==> config.mk <==
export PLATFORM = sky130hd
export DESIGN_NAME = erg_top
export DESIGN_NICKNAME = d
export VERILOG_FILES = /design/src/logic/erg_pkg.sv /design/src/logic/erg_top.sv
export VERILOG_INCLUDE_DIRS = /design/src /design/src/logic
export SDC_FILE = /design/constraint.sdc
export NUM_CORES = 1
export LEC_CHECK = 0
export BUFFER_PORTS_ARGS = -buffer_cell sky130_fd_sc_hd__buf_2
export CORE_ASPECT_RATIO = 1.1
export CORE_MARGIN = 10
export CORE_UTILIZATION = 53
export CTS_CLUSTER_DIAMETER = 200
export DETAILED_ROUTE_END_ITERATION = 10
export PLACE_DENSITY = 0.77
export SLEW_MARGIN = 20
export SYNTH_ARGS = -nofsm -noshare
export SYNTH_HDL_FRONTEND = slang
export SYNTH_SLANG_ARGS = --single-unit
export TNS_END_PERCENT = 20
==> constraint.sdc <==
create_clock -name I_CLK -period 7.93 [get_ports I_CLK]
set_input_delay 0.793 -clock I_CLK [delete_from_list [all_inputs] [get_ports I_CLK]]
set_output_delay 0.793 -clock I_CLK [all_outputs]
set_load 0.01 [all_outputs]
==> src/logic/erg_cfg.svh <==
// Constants of the event reset generator: register indices, fields, times.
// Assumes a 250 MHz core clock and an APB master with 32-bit data.
// Behaviour
// - Condition bit 7 chooses whether the event counts when active or inactive.
// - Condition bits 6..0 pick which event takes part in reset generation.
// - Three independent conditions qualify the reset together.
// - Config bit 7 low drives the output active low, high drives it active high.
// - Config bit 6 set ORs the external reset pin into the output.
// - Config bits 5..2 set hold time; zero is immediate, then 0.5 s/1 s steps.
// - Hold time counts only while every enabled condition holds at once.
// - Config bits 1..0 set pulse width: 500 us, 1 ms, 2 ms, 10 ms.
// - A condition register holding zero takes no part.
// - Level one means active event, level zero inactive event.
`ifndef ERG_CFG_SVH
`define ERG_CFG_SVH
`define ERG_IDX_COND1 8'h2B
`define ERG_IDX_COND2 8'h2C
`define ERG_IDX_COND3 8'h2D
`define ERG_IDX_CONFIG 8'h2E
`define ERG_IDX_STATUS 8'h3F
`define ERG_COND_LEVEL_BIT 7
`define ERG_CFG_POL_BIT 7
`define ERG_CFG_PASS_BIT 6
`define ERG_CLK_MHZ 250
`define ERG_HOLD_STEP_MS 500
`define ERG_WIDTH_STEP_US 500
`define ERG_HOLD_STEP_CYC (`ERG_HOLD_STEP_MS * 1000 * `ERG_CLK_MHZ)
`define ERG_WIDTH_STEP_CYC (`ERG_WIDTH_STEP_US * `ERG_CLK_MHZ)
`define ERG_REG_RESET 8'h00
`endif

==> src/logic/erg_pkg.sv <==
// Types of the event reset generator.
// Assumes nothing beyond a SystemVerilog compiler.
package erg_pkg;
    typedef struct packed {
        logic level;
        logic [6:0] code;
    } erg_cond_t;
    typedef struct packed {
        logic pol;
        logic pass;
        logic [3:0] hold;
        logic [1:0] width;
    } erg_cfg_t;
    typedef enum logic [3:0] {
        ST_IDLE = 4'h1,
        ST_HOLD = 4'h2,
        ST_PULSE = 4'h4,
        ST_WAIT = 4'h8
    } erg_state_t;
endpackage

==> src/logic/erg_top.sv <==
// Event reset generator: APB registers, condition match, hold timer, reset pulse.
// Assumes event levels and the external reset pin are asynchronous to I_CLK.
`include "erg_cfg.svh"
`timescale 1ns/1ns
`default_nettype none
module erg_top #(
    parameter int unsigned N_EVENTS = 128,
    parameter int unsigned HOLD_STEP_CYC = `ERG_HOLD_STEP_CYC,
    parameter int unsigned WIDTH_STEP_CYC = `ERG_WIDTH_STEP_CYC
) (
    input wire logic I_CLK,
    input wire logic I_SRST,
    input wire logic I_PSEL,
    input wire logic I_PENABLE,
    input wire logic I_PWRITE,
    input wire logic [7:0] I_PADDR,
    input wire logic [31:0] I_PWDATA,
    output logic [31:0] O_PRDATA,
    output logic O_PREADY,
    output logic O_PSLVERR,
    input wire logic [N_EVENTS-1:0] I_EVENT,
    input wire logic I_EXT_RST_N,
    output logic O_RESET_OUT
);
    // Hold time in 0.5 s steps
    function automatic logic [4:0] hold_steps(input logic [3:0] c);
        case (c)
            4'h0: hold_steps = 5'h00;
            4'h1: hold_steps = 5'h02;
            4'h2: hold_steps = 5'h03;
            4'h3: hold_steps = 5'h04;
            4'h4: hold_steps = 5'h05;
            4'h5: hold_steps = 5'h06;
            4'h6: hold_steps = 5'h07;
            4'h7: hold_steps = 5'h08;
            default: hold_steps = 5'({c, 1'b0} - 5'h06);
        endcase
    endfunction
    // Pulse width in 500 us steps
    function automatic logic [4:0] width_steps(input logic [1:0] c);
        case (c)
            2'h0: width_steps = 5'h01;
            2'h1: width_steps = 5'h02;
            2'h2: width_steps = 5'h04;
            default: width_steps = 5'h14;
        endcase
    endfunction

    // Synchronisers
    logic [N_EVENTS-1:0] ev_meta_ff, ev_sync_ff;
    logic ext_meta_ff, ext_sync_ff;
    always_ff @(posedge I_CLK) begin
        ev_meta_ff <= I_EVENT;
        ev_sync_ff <= ev_meta_ff;
        ext_meta_ff <= I_EXT_RST_N;
        ext_sync_ff <= ext_meta_ff;
    end

    // Registers and APB slave
    erg_pkg::erg_cond_t cond_ff [3];
    erg_pkg::erg_cond_t nxt_cond [3];
    erg_pkg::erg_cfg_t cfg_ff, nxt_cfg;
    logic [31:0] prdata_ff, nxt_prdata;
    logic pready_ff, nxt_pready, pslverr_ff, nxt_pslverr;
    erg_pkg::erg_state_t state_ff, nxt_state;
    logic all_ok;
    logic [5:0] idx;
    logic hit;
    logic [7:0] rd;
    always_comb begin
        nxt_cond = cond_ff;
        nxt_cfg = cfg_ff;
        idx = I_PADDR[7:2];
        hit = 1'b1;
        rd = 8'h00;
        case ({2'b00, idx})
            `ERG_IDX_COND1: rd = cond_ff[0];
            `ERG_IDX_COND2: rd = cond_ff[1];
            `ERG_IDX_COND3: rd = cond_ff[2];
            `ERG_IDX_CONFIG: rd = cfg_ff;
            `ERG_IDX_STATUS: rd = {3'h0, all_ok, state_ff};
            default: hit = 1'b0;
        endcase
        if (I_PADDR[1:0] != 2'h0) begin
            hit = 1'b0;
        end
        // One-wait-state answer, registered one cycle into the access phase
        nxt_pready = I_PSEL & I_PENABLE & ~pready_ff;
        nxt_pslverr = nxt_pready & ~hit;
        nxt_prdata = prdata_ff;
        if (nxt_pready) begin
            nxt_prdata = (hit && !I_PWRITE) ? {24'h000000, rd} : 32'h00000000;
        end
        if (I_PSEL && I_PENABLE && pready_ff && I_PWRITE && hit) begin
            case ({2'b00, idx})
                `ERG_IDX_COND1: nxt_cond[0] = I_PWDATA[7:0];
                `ERG_IDX_COND2: nxt_cond[1] = I_PWDATA[7:0];
                `ERG_IDX_COND3: nxt_cond[2] = I_PWDATA[7:0];
                `ERG_IDX_CONFIG: nxt_cfg = I_PWDATA[7:0];
                default: nxt_cfg = cfg_ff;
            endcase
        end
    end
    always_ff @(posedge I_CLK) begin
        if (I_SRST) begin
            for (int i = 0; i < 3; i++) begin
                cond_ff[i] <= `ERG_REG_RESET;
            end
            cfg_ff <= `ERG_REG_RESET;
            prdata_ff <= 32'h00000000;
            pready_ff <= 1'b0;
            pslverr_ff <= 1'b0;
        end else begin
            cond_ff <= nxt_cond;
            cfg_ff <= nxt_cfg;
            prdata_ff <= nxt_prdata;
            pready_ff <= nxt_pready;
            pslverr_ff <= nxt_pslverr;
        end
    end
    assign O_PRDATA = prdata_ff;
    assign O_PREADY = pready_ff;
    assign O_PSLVERR = pslverr_ff;

    // Condition match
    logic [2:0] cond_en, cond_met;
    for (genvar g = 0; g < 3; g++) begin : g_cond
        assign cond_en[g] = (cond_ff[g] != `ERG_REG_RESET);
        assign cond_met[g] = ev_sync_ff[cond_ff[g].code] == cond_ff[g].level;
    end
    // No enabled condition means no trigger at all
    assign all_ok = (|cond_en) && ((cond_met | ~cond_en) == 3'h7);

    // Hold timer and pulse
    logic [31:0] cnt_ff, nxt_cnt, hold_lim, pulse_lim;
    assign hold_lim = 32'(hold_steps(cfg_ff.hold) * HOLD_STEP_CYC);
    assign pulse_lim = 32'(width_steps(cfg_ff.width) * WIDTH_STEP_CYC);
    always_comb begin
        nxt_state = state_ff;
        nxt_cnt = cnt_ff;
        unique case (state_ff)
            erg_pkg::ST_IDLE: begin
                nxt_cnt = 32'h00000000;
                if (all_ok) begin
                    nxt_state = (cfg_ff.hold == 4'h0) ? erg_pkg::ST_PULSE : erg_pkg::ST_HOLD;
                end
            end
            erg_pkg::ST_HOLD: begin
                if (!all_ok) begin
                    nxt_state = erg_pkg::ST_IDLE;
                end else if (cnt_ff >= hold_lim - 32'h1) begin
                    nxt_state = erg_pkg::ST_PULSE;
                    nxt_cnt = 32'h00000000;
                end else begin
                    nxt_cnt = cnt_ff + 32'h1;
                end
            end
            erg_pkg::ST_PULSE: begin
                if (cnt_ff >= pulse_lim - 32'h1) begin
                    nxt_state = erg_pkg::ST_WAIT;
                end
                nxt_cnt = cnt_ff + 32'h1;
            end
            erg_pkg::ST_WAIT: begin
                // Stuck keys must not retrigger
                if (!all_ok) begin
                    nxt_state = erg_pkg::ST_IDLE;
                end
            end
            default: nxt_state = erg_pkg::ST_IDLE;
        endcase
    end
    logic out_ff, nxt_out, act;
    always_comb begin
        act = (state_ff == erg_pkg::ST_PULSE) | (cfg_ff.pass & ~ext_sync_ff);
        nxt_out = cfg_ff.pol ? act : ~act;
    end
    always_ff @(posedge I_CLK) begin
        if (I_SRST) begin
            state_ff <= erg_pkg::ST_IDLE;
            cnt_ff <= 32'h00000000;
            out_ff <= 1'b1;
        end else begin
            state_ff <= nxt_state;
            cnt_ff <= nxt_cnt;
            out_ff <= nxt_out;
        end
    end
    assign O_RESET_OUT = out_ff;

    property p_pol;
        @(posedge I_CLK) disable iff (I_SRST)
        (state_ff == erg_pkg::ST_PULSE) |=> (O_RESET_OUT == $past(cfg_ff.pol));
    endproperty
    a_pol: assert property (p_pol) else $error("Output polarity wrong in pulse");
    property p_pass;
        @(posedge I_CLK) disable iff (I_SRST)
        (cfg_ff.pass && !ext_sync_ff) |=> (O_RESET_OUT == $past(cfg_ff.pol));
    endproperty
    a_pass: assert property (p_pass) else $error("External reset not passed");
    property p_idle_out;
        @(posedge I_CLK) disable iff (I_SRST)
        (state_ff != erg_pkg::ST_PULSE && !cfg_ff.pass) |=> (O_RESET_OUT != $past(cfg_ff.pol));
    endproperty
    a_idle_out: assert property (p_idle_out) else $error("Output active without cause");
    property p_zero;
        @(posedge I_CLK) disable iff (I_SRST)
        (cond_en == 3'h0 && state_ff == erg_pkg::ST_IDLE) |=> (state_ff == erg_pkg::ST_IDLE);
    endproperty
    a_zero: assert property (p_zero) else $error("Disabled conditions triggered");
    property p_imm;
        @(posedge I_CLK) disable iff (I_SRST)
        (state_ff == erg_pkg::ST_IDLE && all_ok && cfg_ff.hold == 4'h0) |=> (state_ff == erg_pkg::ST_PULSE);
    endproperty
    a_imm: assert property (p_imm) else $error("Immediate trigger missed");
    property p_break;
        @(posedge I_CLK) disable iff (I_SRST)
        (state_ff == erg_pkg::ST_HOLD && !all_ok) |=> (state_ff == erg_pkg::ST_IDLE);
    endproperty
    a_break: assert property (p_break) else $error("Hold survived a released event");
    property p_sel;
        @(posedge I_CLK) disable iff (I_SRST)
        (cond_en[1] && ev_sync_ff[cond_ff[1].code] != cond_ff[1].level) |-> !all_ok;
    endproperty
    a_sel: assert property (p_sel) else $error("Selected event level ignored");
    property p_width;
        @(posedge I_CLK) disable iff (I_SRST)
        (state_ff == erg_pkg::ST_PULSE) |-> (cnt_ff < pulse_lim);
    endproperty
    a_width: assert property (p_width) else $error("Pulse longer than width");
    property p_rearm;
        @(posedge I_CLK) disable iff (I_SRST)
        (state_ff == erg_pkg::ST_WAIT && all_ok) |=> (state_ff == erg_pkg::ST_WAIT);
    endproperty
    a_rearm: assert property (p_rearm) else $error("Re-armed while held");
    c_hold: cover property (@(posedge I_CLK) state_ff == erg_pkg::ST_HOLD ##1 state_ff == erg_pkg::ST_PULSE);
    c_wait: cover property (@(posedge I_CLK) state_ff == erg_pkg::ST_WAIT ##1 state_ff == erg_pkg::ST_IDLE);
    c_err: cover property (@(posedge I_CLK) O_PSLVERR);
endmodule
`default_nettype wire

Word-level counts from Yosys, hierarchy flattened
Cells that the tools add are included.
{ "classes": {"multipliers": 2, "n_lt_le_gt_ge": 5, "n_eq_ne": 27, "n_reduce_logical": 22, "mux": 23, "addsub": 4, "n_bitwise": 11} }
{ "ops": {"columns": ["op", "count"], "rows": [
  ["32-bit one-hot mux with 3 select lines", 1],
  ["32-bit >= comparator", 2],
  ["32-bit two-way mux", 2],
  ["5-bit one-hot mux with 8 select lines", 1],
  ["8-bit one-hot mux with 5 select lines", 1],
  ["32-bit by 1-bit adder with 32-bit output (second input constant)", 1],
  ["32-bit by 1-bit subtractor with 32-bit output (second input constant)", 1],
  ["6-bit == test (second input constant)", 5],
  ["5-bit by 21-bit multiplier with 26-bit output (second input constant)", 1],
  ["7-bit by 8-bit < comparator with 1-bit output (second input constant)", 3],
  ["8-bit nonzero test", 3],
  ["22-bit by 1-bit subtractor with 23-bit output (second input constant)", 1],
  ["1-bit binary-select mux with 7-bit select", 3],
  ["4-bit by 3-bit == test with 1-bit output (second input constant)", 5],
  ["4-bit two-way mux", 5],
  ["5-bit by 14-bit multiplier with 19-bit output (second input constant)", 1],
  ["4-bit one-hot mux with 4 select lines", 1],
  ["5-bit one-hot mux with 3 select lines", 1],
  ["4-bit by 2-bit == test with 1-bit output (second input constant)", 3],
  ["2-bit AND reduction", 5],
  ["4-bit by 1-bit == test with 1-bit output (second input constant)", 2],
  ["8-bit two-way mux", 1],
  ["2-bit inequality test (second input constant)", 4],
  ["1-bit logical AND", 6],
  ["other kinds (22)", 35]
]} }
{ "totals": {"inputBits": 174, "out_inout_bits": 35, "reg_bits": 361} }

Depth between registers and ports, before layout
{ "depth": {"depth_word": 8, "depth_mapped": 36, "ltp_nobuf": 36} }

Worst setup path after synthesis
Ideal clock, no wire load.
{ "synth_path": {"path_kind": "reg2reg", "startpoint": "register cfg_ff[3] (netlist name)", "endpoint": "register cnt_ff[10]", "n_path_buf": 2, "arrival_ps": 7314, "setup_ps": 64, "slack_ps": 552, "stages_incl_launch_ff": 37, "cell_sequence": "dfxtp_1 -> inv_1 -> ha_1 -> nor3_1 -> nand2_1 -> o21ai_0 -> o21ai_0 -> ha_1 -> xnor2_1 -> ha_1 -> inv_1 -> fa_1 -> inv_1 -> ha_1 -> a31o_2 -> a2111oi_0 -> o211ai_1 -> o21ai_0 -> xor2_1 -> nand2_1 -> nand4bb_1 -> nor3_1 -> and3b_1 -> a21boi_1 -> a22oi_1 -> ha_1 -> nand4_1 -> nor3_1 -> o2111ai_1 -> o211ai_1 -> a2111oi_0 -> a21boi_0 -> nor2b_1 -> a311o_1 -> buf_2 -> buf_6 -> nor2_1"} }
{ "synth_via": {"elab_chain_cells": 8, "elab_cells_between_ends": 16, "classes_between": "2 x add/sub; 1 x mul; 1 x order compare; 7 x eq/ne; 4 x mux; 1 x reduce/logical"} }
{ "synth_rtl": {"columns": ["element", "line", "text"], "rows": [
  ["start, declared", "erg_top.sv:62", "erg_pkg::erg_cfg_t cfg_ff, nxt_cfg;"],
  ["start signal, assigned", "erg_top.sv:109", "cfg_ff <= `ERG_REG_RESET;"],
  ["start signal, assigned", "erg_top.sv:115", "cfg_ff <= nxt_cfg;"],
  ["5-bit by 3-bit subtractor with 5-bit output (tied with other cells)", "erg_top.sv:36", "default: hold_steps = 5'({c, 1'b0} - 5'h06);"],
  ["5-bit one-hot mux with 8 select lines (*)", "erg_top.sv:27", "case (c)"],
  ["5-bit by 21-bit multiplier with 26-bit output (*)", "erg_top.sv:136", "assign hold_lim = 32'(hold_steps(cfg_ff.hold) * HOLD_STEP_CYC);"],
  ["32-bit by 1-bit subtractor with 32-bit output (*)", "erg_top.sv:151", "end else if (cnt_ff >= hold_lim - 32'h1) begin"],
  ["32-bit >= comparator (*)", "erg_top.sv:151", null],
  ["32-bit two-way mux (*)", "erg_top.sv:151", null],
  ["32-bit two-way mux (*)", "erg_top.sv:149", "if (!all_ok) begin"],
  ["32-bit one-hot mux with 3 select lines (*)", "erg_top.sv:141", "unique case (state_ff)"],
  ["end signal, assigned", "erg_top.sv:185", "cnt_ff <= nxt_cnt;"],
  ["end, declared", "erg_top.sv:135", "logic [31:0] cnt_ff, nxt_cnt, hold_lim, pulse_lim;"]
]} }
Mark *: on every way between the ends. The rest lies on a longest branch, timed or not. The select of a mux whose other input is x is not followed.
A chain may end at the register's enable or synchronous reset.

Worst setup path in the final report
{ "layout_path": {"startpoint": "register cfg_ff[2] (netlist name)", "endpoint": "register cnt_ff[13]"} }
Same word-level chain as after synthesis.

==> impl_metrics.yaml <==
drt:
  drc: 0
  num_vias: 11900
  vias_per_cell: 5.852
  ant_nets: 0
  totalWireLength_um: 40090
  drt_iter0_drc: 821
  drt-wirelength-per-cell_um: 19.71
  drt_first_pass_iters: 5
pwr:
  p_per_area_mw_per_mm2: 198.1
  peakVddDrop_mv: 0.2319
  p_seq_share_pct: 49.4
  internal_power_mw: 2.850
  p_leak_nw: 7.927
  clockPowerShare_pct: 47.4
  switching_share_pct: 21.88
  switchingPower_mw: 0.7983
  pwr-share-comb_pct: 3.1
synth:
  synth_edf_count: 0
  synth_top_area_share_pct: 42.33
  synth.most_common_cell: "dfxtp_1"
  synth_flop_cell: "dfxtp_1"
  syn-instance-count: 1459
  yosys-top-cells-area: "dfxtp_1, mux4_2, ha_1"
  synth_cell_types: 74
  seq_area_frac_synth_pct: 42.33
  synth_area_mm2: 0.01594
  yosys_warnings: 0
  ys_ff_latch: 337
  yosys.area.top_type: "dfxtp_1"
  synthTopCellsByCount: "dfxtp_1, nor2_1, ha_1"
  async_reset_ff_share_pct: 0
  postSynthAreaPerCell_um2: 10.92
sta:
  hold_violations: 0
  period_needed_ns: 7.424
  rsz0062_at_grt: "true"
  fin_crit_sh_pct: 93.62
  max_clock_freq_mhz: 134.7
  skew_ns: 0.03012
  worstMarginPinSlew_ns: 1.057
  setup_violations: 0
  setup_ws_ns: 0.5062
  final_max_slew_viol_count: 0
  slew_headroom_pct: 29.43
grt:
  top_usage_layer: "met2"
  grt_pass1_vias: 12290
  gr-usage-met1_pct: 24.32
  grt_pass1_wl_um: 63940
  grt.total_usage_pct: 21.02
  grtUsageMet3_pct: 4.449
  grt.met2_usage_pct: 36.71
  grt_max_degree: 49
  grt_overflow_total: 0
  antenna_found_initial: 3
clock_network:
  root_buffer: "clkbuf_16"
  clock_latency_ns: 0.54
  cts_tree: "yes"
  clk_path_buf_depth: 3
  cts.clk_slew.worst_paths_ns: 0.07
  cts.sinks: 337
  htreeDepth: 2
  cts_buffers: 34
die:
  initial_core_util_pct: 53.76
  die-area_mm2: 0.03742
  core_area_mm2: 0.02965
  die_w_um: 185.3
  die_h_um: 201.9
  num_rows: 66
  io_pins: 209
placement:
  dp.cells: 1968
  io_buffers: 160
  hpwl_um: 29970
  gp_congestion: 0.8786
  place_ws_ns: 0.1153
  dpl_cell_area_mm2: 0.01708
setup_path:
  critPathMaxStageDelay_ns: 0.47
  path_class: "reg2reg"
  rr_startpoint: "cfg_ff[2]$_SDFFE_PP0P_"
  cp_common_cell: "ha_1"
  setup.worst_path.end_class: "register"
  cp_max_fo: 7
  start_kind: "register"
  worstReg2RegEnd: "cnt_ff[13]$_SDFFE_PP0P_"
  cpMaxStageDelayCell: "fa_1"
  required_ns: 8.30
  rrSetupSlack_ns: 0.51
  path_delay_family: "simple AND/OR/NAND/NOR gates"
  r2r_cells: 38
  worstPathArrival_ns: 7.80
  path_buf_inv: 6
final_layout:
  final_layout_size_suffix_gt1_share_pct: 23.78
  fin_area_mm2: 0.01841
  num-nets-final: 1921
  fillerInstances: 2359
  syn_to_final_growth_pct: 15.53
  fin_cells: 2034
run_status:
  outcome: "complete, no violations"
hold_path:
  hold_class: "reg2reg"
  holdPathStages: 0
  holdPathEnd: "ev_sync_ff[24]$_DFF_P_"
  worstHoldStart: "ev_meta_ff[24]$_DFF_P_"
flow_run:
  cap_violations: 0
[layout make-up]
| type | instances | area [µm²] | share of cell area [%] |
|---|---|---|---|
| antenna | 3 | 7.507 | 0.04077 |
| clock buffer | 38 | 875.8 | 4.756 |
| clock inverter | 24 | 361.6 | 1.964 |
| inverter | 57 | 214.0 | 1.162 |
| multi-input combinational | 994 | 8579 | 46.59 |
| sequential | 337 | 6750 | 36.66 |
| tap | 374 | 467.9 | 2.541 |
| timing repair buffer | 207 | 1157 | 6.285 |
[cell usage in the layout, fill, tap and decap left out, types with 7 or more instances in the layout]
master / n
dfxtp_1: 334
buf_2: 160
nor2_1: 118
ha_1: 103
mux2i_1: 81
mux4_2: 79
inv_1: 57
nand2_1: 54
buf_4: 46
o21ai_0: 43
xor2_1: 40
clkbuf_16: 34
a21oi_1: 33
nor3_1: 33
nand4_1: 31
nand3_1: 29
xnor2_1: 25
conb_1: 24
a21o_1: 19
o22ai_1: 18
nor2b_1: 18
nand2b_1: 17
a22oi_1: 17
mux2_2: 15
and3_1: 15
a31oi_1: 14
fa_1: 13
a211oi_1: 12
or3_1: 11
and2_1: 11
or2_2: 9
nor4_1: 9
o211ai_1: 8
o21bai_1: 7
nor3b_1: 7
clkinv_2: 7
[power by group through the flow]
stage	Clock [mW]	Sequential (mW)	Combinational, mW
3_3_place_gp	0	1.83	0.110
4_1_cts	1.76	1.80	0.113
3_5_place_dp	0	1.84	0.112
2_1_floorplan	0	1.82	0.0687
6_report	1.73	1.80	0.115
5_1_grt	1.83	1.81	0.123
[through the flow]
step / power [mW] / setup TNS, ns / util (%) / hold slack, ns
floorplan: 1.890 / 0 / - / 0.3096
global placement: 1.945 / 0 / 57.59 / 0.3100
detailed placement: 1.951 / 0 / 57.62 / 0.3121
CTS: 3.674 / 0 / 61.79 / 0.3224
global route: 3.759 / -0.07417 / 62.11 / 0.3262
finish: 3.648 / 0 / 62.11 / 0.3233
[worst max path at each step]
stage	start	endpoint	slack, ns	cells after the start
detailed placement	cfg_ff[2]$_SDFFE_PP0P_	cnt_ff[18]$_SDFFE_PP0P_	0.12	36
global placement	cfg_ff[2]$_SDFFE_PP0P_	cnt_ff[18]$_SDFFE_PP0P_	0.21	36
CTS	cfg_ff[2]$_SDFFE_PP0P_	cnt_ff[18]$_SDFFE_PP0P_	0.01	36
global route	cfg_ff[2]$_SDFFE_PP0P_	cnt_ff[13]$_SDFFE_PP0P_	-0.03	38
floorplan	cfg_ff[3]$_SDFFE_PP0P_	cnt_ff[10]$_SDFFE_PP0P_	0.55	36
finish	cfg_ff[2]$_SDFFE_PP0P_	cnt_ff[13]$_SDFFE_PP0P_	0.51	38
[cells by family after synthesis]
group                      count (synthesis)  share of synthesized area (%)
xor gates and xnor gates                  66                          3.627
AOI/OAI and AO/OA                        231                          9.962
other                                      1                        0.02353
adders and majority gates                116                          9.718
buffers and inverters                    151                          4.922
and+or+nand+nor                          381                          12.04
muxes                                    176                          17.38
DFF                                      337                          42.33
[worst reg2reg max path, delay by kind of cell, from the launching register on]
kind / cells / cell delay, ns
flip-flops: 1 / 0.31
buffers and inverters: 6 / 0.62
adder cells (fa/ha/maj): 6 / 1.83
AO/OA/AOI/OAI: 13 / 2.03
XOR/XNOR: 1 / 0.17
AND/OR/NAND/NOR: 12 / 2.33
[flip-flops by register name (all words and copies together) (netlist names)]
signal       count
cfg_ff           8
ext_sync_ff      1
ext_meta_ff      1
cnt_ff          32
ev_meta_ff     128
cond_ff         24
ev_sync_ff     128
O_RESET_OUT      1
state_ff         4
O_PSLVERR        1
O_PRDATA         8
O_PREADY         1
[routing by layer]
metal	vias up	share of wire [%]
li1	5632	-
met1	5660	39
met2	494	51
met3	117	7.1
met4	0	3.6
met5	-	0
[timing repair]
action	4_1_cts	5_1_grt
endpoints found under the setup margin	0	35
gates resized for setup	0	16
hold buffers	0	0
setup buffers	0	1
Note: power is estimated with default switching activity, not from simulation.
